[src/prc_consts.vh]
// Purpose: constants for the performance report control block
// Assumes: 25 MHz clock, classic Wishbone register access
// Notes: what this block does is listed below
// What this block does
// (RULE1) auto-step lowers build-out one setting during AIS
// (RULE2) step applies only in T1 short haul
// (RULE3) loss pin enable gates pin, resets 1
// (RULE4) C/R flag copied into reports, resets 0
// (RULE5) report field controls summary report insertion
// (RULE6) field 00 or 11 issues no report
// (RULE7) one report on 00 to 01 change
// (RULE8) field 10 reports once every second
// (RULE9) bits five to three read zero
`ifndef PRC_CONSTS_VH
`define PRC_CONSTS_VH
// ==================================================
// register map
`define PRC_ADDR_CTRL 4'h0
`define PRC_ADDR_STAT 4'h4
`define PRC_CTRL_RESET 8'h40
`define PRC_CTRL_MASK 8'hC7
`define PRC_BIT_STEP 7
`define PRC_BIT_LOSEN 6
`define PRC_BIT_CR 2
`define PRC_SEL_NONE 2'h0
`define PRC_SEL_ONCE 2'h1
`define PRC_SEL_SEC 2'h2
`define PRC_SEL_OFF 2'h3
// ==================================================
// timing
`define PRC_CLK_HZ 25000000
`define PRC_SEC_NS 1000000000
`define PRC_SEC_CYC (`PRC_CLK_HZ / 1000000 * (`PRC_SEC_NS / 1000))
`endif

[src/prc_top.v]
// Purpose: performance report control register with its effects
// Assumes: loss and AIS inputs come from pins, synchronised here
// Notes: build-out setting itself is held outside
//
// Implementation choices: the Wishbone register port and the address map.
`timescale 1ns/1ns
`include "prc_consts.vh"
module prc_top #(
   parameter SEC_CYC = `PRC_SEC_CYC
) (
   // clock and reset
   input wire clk_i,
   input wire srst_i,
   // wishbone slave
   input wire wb_cyc_i,
   input wire wb_stb_i,
   input wire wb_we_i,
   input wire [3:0] wb_adr_i,
   input wire [3:0] wb_sel_i,
   input wire [31:0] wb_dat_i,
   output reg [31:0] wb_dat_o,
   output reg wb_ack_o,
   // line side
   input wire tx_ais_i,
   input wire short_haul_i,
   input wire [4:0] line_buildout_setting_i,
   input wire rx_loss_i,
   input wire report_done_i,
   output reg [4:0] line_buildout_eff_o,
   output reg rx_loss_signal_pin_o,
   output reg rx_loss_signal_pin_oe_o,
   output reg report_req_o,
   output reg report_cr_o
);

   // ==================================================
   // internal state
   localparam NPIN = 2;
   localparam PIN_AIS = 0;
   localparam PIN_LOS = 1;

   reg [7:0] ctrl_r;
   reg [7:0] ctrl_nxt;
   reg [31:0] rd_nxt;
   reg [4:0] buildout_nxt;
   reg [1:0] prev_sel_r;
   reg req_nxt;
   reg cr_nxt;
   reg [7:0] sent_r;
   reg [7:0] sent_nxt;
   wire [NPIN-1:0] pin_raw;
   wire [NPIN-1:0] pin_clean;
   wire sec_tick;
   wire sec_fire;
   wire [1:0] sel;
   wire acc;
   wire wr_ctrl;
   wire step_on;
   wire once_edge;
   wire sel_quiet;

   assign sel = ctrl_r[1:0];
   assign acc = wb_cyc_i && wb_stb_i && !wb_ack_o;
   assign wr_ctrl = acc && wb_we_i && wb_sel_i[0] &&
      (wb_adr_i == `PRC_ADDR_CTRL);
   assign pin_raw = {rx_loss_i, tx_ais_i};

   // ==================================================
   // pin synchronisers: change counts when stages two and three agree
   genvar gi;
   generate
      for (gi = 0; gi < NPIN; gi = gi + 1) begin : g_sync
         reg [2:0] stage_r;
         reg clean_r;
         always @(posedge clk_i) begin
            if (srst_i) begin
               stage_r <= 3'h0;
               clean_r <= 1'b0;
            end else begin
               stage_r <= {stage_r[1:0], pin_raw[gi]};
               if (stage_r[1] == stage_r[2]) begin
                  clean_r <= stage_r[2];
               end
            end
         end
         assign pin_clean[gi] = clean_r;
      end
   endgenerate

   // ==================================================
   // once-per-second timer
   prc_tick #(.PERIOD(SEC_CYC)) u_tick (
      .clk_i(clk_i),
      .srst_i(srst_i),
      .run_i(sel == `PRC_SEL_SEC),
      .tick_o(sec_tick)
   );

   // tick is registered, so it can trail a mode change by one cycle
   assign sec_fire = sec_tick && (sel == `PRC_SEL_SEC);

   // ==================================================
   // bus slave
   always @* begin
      ctrl_nxt = ctrl_r;
      if (wr_ctrl) begin
         ctrl_nxt = wb_dat_i[7:0] & `PRC_CTRL_MASK; // [RULE9]
      end
   end

   always @* begin
      rd_nxt = wb_dat_o;
      if (acc) begin
         case (wb_adr_i)
            `PRC_ADDR_CTRL: begin
               rd_nxt = {24'h000000, ctrl_r};
            end
            `PRC_ADDR_STAT: begin
               rd_nxt = {24'h000000, sent_r};
            end
            default: begin
               rd_nxt = 32'h00000000;
            end
         endcase
      end
   end

   always @(posedge clk_i) begin
      if (srst_i) begin
         ctrl_r <= `PRC_CTRL_RESET; // [RULE3] [RULE4] [RULE6]
         wb_ack_o <= 1'b0;
         wb_dat_o <= 32'h00000000;
      end else begin
         ctrl_r <= ctrl_nxt;
         wb_ack_o <= acc;
         wb_dat_o <= rd_nxt;
      end
   end

   // ==================================================
   // line outputs
   // setting 0 is lowest, so no step below it
   assign step_on = ctrl_r[`PRC_BIT_STEP] && pin_clean[PIN_AIS] &&
      short_haul_i && (line_buildout_setting_i != 5'h00);

   always @* begin
      if (step_on) begin // [RULE1] [RULE2]
         buildout_nxt = line_buildout_setting_i - 5'h01;
      end else begin
         buildout_nxt = line_buildout_setting_i;
      end
   end

   always @(posedge clk_i) begin
      if (srst_i) begin
         line_buildout_eff_o <= 5'h00;
         rx_loss_signal_pin_o <= 1'b1;
         rx_loss_signal_pin_oe_o <= 1'b0;
      end else begin
         line_buildout_eff_o <= buildout_nxt;
         rx_loss_signal_pin_o <= !pin_clean[PIN_LOS];
         rx_loss_signal_pin_oe_o <= ctrl_r[`PRC_BIT_LOSEN]; // [RULE3]
      end
   end

   // ==================================================
   // report requests, held until the report engine accepts or the field goes to 00 or 11
   assign once_edge = (prev_sel_r == `PRC_SEL_NONE) &&
      (sel == `PRC_SEL_ONCE);
   assign sel_quiet = (sel == `PRC_SEL_NONE) || (sel == `PRC_SEL_OFF);

   always @* begin
      req_nxt = report_req_o;
      cr_nxt = report_cr_o;
      if (once_edge || sec_fire) begin // [RULE5] [RULE7] [RULE8]
         req_nxt = 1'b1;
         cr_nxt = ctrl_r[`PRC_BIT_CR]; // [RULE4]
      end else if (report_done_i) begin
         req_nxt = 1'b0;
      end else if (sel_quiet) begin
         req_nxt = 1'b0; // [RULE6]
      end
   end

   // a done that meets a new trigger still counts
   always @* begin
      sent_nxt = sent_r;
      if (report_done_i && report_req_o) begin
         sent_nxt = sent_r + 8'h01;
      end
   end

   always @(posedge clk_i) begin
      if (srst_i) begin
         prev_sel_r <= `PRC_SEL_NONE;
         report_req_o <= 1'b0;
         report_cr_o <= 1'b0;
         sent_r <= 8'h00;
      end else begin
         prev_sel_r <= sel;
         report_req_o <= req_nxt;
         report_cr_o <= cr_nxt;
         sent_r <= sent_nxt;
      end
   end

endmodule // prc_top

[src/prc_tick.v]
// Purpose: one-cycle tick every period of cycles
// Assumes: synchronous active-high reset
// Notes: restarts whenever run is low
`timescale 1ns/1ns
module prc_tick #(
   parameter PERIOD = 25000000
) (
   input wire clk_i,
   input wire srst_i,
   input wire run_i,
   output reg tick_o
);
   reg [31:0] cnt_r;
   always @(posedge clk_i) begin
      if (srst_i || !run_i) begin
         cnt_r <= 32'h0;
         tick_o <= 1'b0;
      end else if (cnt_r == PERIOD - 1) begin
         cnt_r <= 32'h0;
         tick_o <= 1'b1;
      end else begin
         cnt_r <= cnt_r + 32'h1;
         tick_o <= 1'b0;
      end
   end
endmodule // prc_tick

[config.mk]
export PLATFORM = sky130hd
export DESIGN_NAME = prc_top
export DESIGN_NICKNAME = d
export VERILOG_FILES = /design/src/prc_top.v /design/src/prc_tick.v
export VERILOG_INCLUDE_DIRS = /design/src
export SDC_FILE = /design/constraint.sdc
export NUM_CORES = 1
export LEC_CHECK = 0
export ABC_AREA = 1
export ABC_CLOCK_PERIOD_IN_PS = 1800
export BUFFER_PORTS_ARGS = -buffer_cell sky130_fd_sc_hd__clkbuf_2
export CAP_MARGIN = 20
export CELL_PAD_IN_SITES_DETAIL_PLACEMENT = 1
export CELL_PAD_IN_SITES_GLOBAL_PLACEMENT = 2
export CORE_AREA = 2 2 121 123
export CTS_CLUSTER_DIAMETER = 60
export DETAILED_ROUTE_END_ITERATION = 7
export DIE_AREA = 0 0 123 125
export PLACE_DENSITY = 0.75
export SYNTH_ARGS = -nofsm -noshare
export SYNTH_HDL_FRONTEND = slang
export SYNTH_HIERARCHICAL = 1
export SYNTH_SLANG_ARGS = --single-unit
[constraint.sdc]
create_clock -name clk_i -period 1.8 [get_ports clk_i]
set_clock_uncertainty 0.2 [all_clocks]
set_input_delay 0.18 -clock clk_i [delete_from_list [all_inputs] [get_ports clk_i]]
set_output_delay 0.18 -clock clk_i [all_outputs]
set_load 0.02 [all_outputs]
==> flow_summary.yaml <==
status:
  outcome: "finished clean"
cts:
  numCtsBuffers: 9
  path_clk_slew_ns: 0.06
  insertion_delay_ns: 0.34
  cts.path.max_buffers: 2
  cts_root_buffer: "clkbuf_16"
  cts_sinks: 74
  cts_tree: "done"
  cts_max_level: 3
pwr:
  p_int_mw: 2.91
  p_total_mw: 3.82
  powerDensity_nw_per_um2: 783
  clockPowerShare_pct: 49.5
  switching_share_pct: 23.9
  peakVddDrop_mv: 0.476
  seq_power_share_pct: 43.8
  combPwrFrac_pct: 6.7
  switching_power_uw: 912
  leakage_nw: 1.98
placed_design:
  dp_cells: 805
  dpl.hpwl_um: 8020
  gp_congestion: 0.831
  io_buffers: 41
  place_ws_ns: 0.0912
detailed_routing:
  routed_wl_um: 10900
  drc: 0
  wire_per_inst_um: 13.0
  drt-pass1-iter-count: 4
  antenna_left: 0
  drt_iter0_drc: 112
  vias: 3641
  vias_per_cell: 4.32
floorplan:
  dieArea_um2: 15400
  fp.coreArea_um2: 14200
  die_h_um: 125
  initial_core_util_pct: 27.1
  row_count: 44
  io_pins: 96
  die_w_um: 123
logic_synthesis:
  netlist_area_um2: 3850
  post_synth_fa_ha_maj_area_fraction_pct: 1.63
  synthCells: 579
  synth_simple_gate_area_share_pct: 39.4
  synth_edf_count: 0
  yosysUniqueCellTypes: 32
  synth_top_area_share_pct: 38.5
  syn_avg_cell_area_um2: 6.64
  synth_xor_xnor_area_share_pct: 3.19
  synthTopCellsByArea: "dfxtp_1 39%, nand2_1 15%, nor2_1 12%"
  synthMuxAreaShare_pct: 0
  synth_compound_area_share_pct: 3.87
  yosysTopAreaCell: "dfxtp_1"
  ys_seq_area_share_pct: 38.5
  synthFlopType: "dfxtp_1"
  yosys_warnings: 6
  synth_top_family_by_area: "simple AND/OR/NAND/NOR gates"
  async_reset_ff_share_pct: 0
  yosys_register_bits: 74
global_route:
  antenna_found_initial: 0
  grt_pass1_vias: 3852
  grt_max_degree: 22
  grt_overflow: 0
  grt_pass1_wl_um: 18100
  grt_usage_pct: 14.9
cells_and_area:
  final_cells: 843
  final_cell_mix: "152 x nand2_1, 115 x nor2_1, 72 x dfxtp_1"
  final_util_pct: 34.4
  nets: 713
  nFillCells: 1818
  final_layout_size_suffix_gt1_share_pct: 16.7
  n_antenna_cell: 0
  mostFrequentLayoutCell: "nand2_1"
  area_growth_syn_to_layout_pct: 26.9
setup_path:
  critPathTopFamily: "buffers and inverters"
  cp.buffers_inverters: 4
  cp-end-kind: "flop"
  slowest_delay_ns: 0.56
  cp_common_cell: "dlygate4sd3_1"
  crit_type: "in -> reg"
  crit_chain: "dlygate4sd3_1 > clkbuf_2 > inv_1 > ha_4 > a31oi_1 > dlygate4sd3_1"
  endpoint: "line_buildout_eff_o[4]"
  start_kind: "input port"
  worst-path-max-fanout: 3
  r2r_end: "u_tick/cnt_r[9]"
  regToRegStartpoint: "u_tick/cnt_r[25]"
  r2r_slack_ns: 0.10
  critPathRequiredTime_ns: 1.83
  reg2reg_depth: 9
  worstSetupStartpoint: "line_buildout_setting_i[0]"
  crit_arrival_ns: 1.76
  crit_cells: 6
  critical_path.slowest_cell: "dlygate4sd3_1"
timing:
  hold_viol_final: 0
  maxSlewViolCount: 0
  fin_crit_sh_pct: 96.3
  final-setup-viol-count: 0
  fmax_mhz: 577
  fin_ws_ns: 0.0665
  finalCriticalPeriod_ns: 1.73
job:
  cap_violations: 0
hold_path:
  holdPathStages: 5
  holdCritPathClass: "in -> reg"
## power by group through the flow
stage	clock network (mW)	logic, mW	registers [mW]
final	1.89	0.258	1.67
after global routing	2.03	0.288	1.68
after CTS	1.95	0.255	1.67
after detailed placement	0	0.227	1.71
after global placement	0	0.223	1.71
after floorplan	0	0.165	1.73
## registers in the layout, summed over array words and instances, names as in the netlist
signal	flops
u_tick/cnt_r	32
sent_r	8
wb_dat_o	8
g_sync.stage_r	6
ctrl_r	5
line_buildout_eff_o	5
g_sync.clean_r	2
prev_sel_r	2
report_cr_o	1
report_req_o	1
rx_loss_signal_pin_o	1
rx_loss_signal_pin_oe_o	1
u_tick/tick_o	1
wb_ack_o	1
## layer usage
| metal | global-route usage, % | vias up | routed length [um] |
|---|---|---|---|
| li1 | - | 1876 | - |
| met1 | 18.7 | 1715 | 5050 |
| met2 | 25.0 | 46 | 5480 |
| met3 | 3.01 | 4 | 323 |
| met4 | 5.41 | 0 | 89 |
| met5 | 0 | - | 0 |
## logic make-up after synthesis
logic type	after synthesis
AO/OA/AOI/OAI	29
AND/OR/NAND/NOR	350
adder cells (fa/ha/maj)	5
XOR/XNOR	14
flip-flops	74
buffers and inverters	106
other	1
## per-stage QoR
stage	instance area (um2)	TNS (ns)	hold slack, ns
global placement	4220	0	0.193
floorplan	3930	0	0.0870
detailed placement	4220	0	0.195
CTS	4700	0	0.0583
finish	4880	0	0.0654
global route	4880	-0.0524	0.0999
## cell usage after synthesis, types with 2 or more instances
cell type / count
dfxtp_1: 74
a21oi_1: 19
inv_1: 71
xor2_1: 7
ha_1: 5
clkbuf_1: 2
nor2_1: 120
nand3b_1: 6
xnor2_1: 7
o21ai_0: 8
buf_4: 28
nand3_1: 32
nor2_2: 8
nor2_4: 7
nor3_1: 3
nand4_1: 9
nand2_1: 153
nand2_2: 6
## final cells by class
class	instances	area (um2)	area share, %
well taps	184	230	4.72
flip-flops and latches	74	1480	30.4
repair buffers	74	573	11.7
inverters	73	274	5.61
clock buffers	11	253	5.18
clock inverters	5	60.1	1.23
multi-input cells	422	2010	41.1
## worst register-to-register path, stage by stage (launching register included)
cell and delay (ns):
dfxtp_1 0.34, inv_1 0.11, nand2_1 0.06, nor2_1 0.16, nand2_1 0.09, nor2_1 0.17, nand2_2 0.13, nand2_8 0.13
clkbuf_16 0.17, nor2_1 0.04
## worst min-delay path by stage
stage / startpoint / end
floorplan: tx_ais_i / g_sync[0].stage_r[0]
global placement: g_sync[1].clean_r / rx_loss_signal_pin_o
detailed placement: rx_loss_i / g_sync[1].stage_r[0]
CTS: short_haul_i / line_buildout_eff_o[2]
global route: short_haul_i / line_buildout_eff_o[2]
finish: short_haul_i / line_buildout_eff_o[2]
## timing repair
item                                   4_1_cts  5_1_grt
setup buffers                                0        2
hold buffers                                16        0
endpoints found under the hold margin       14        0
gates resized for setup                      0       20
setup endpoints to repair                    0       33
Note: power is estimated with default switching activity, not from simulation.
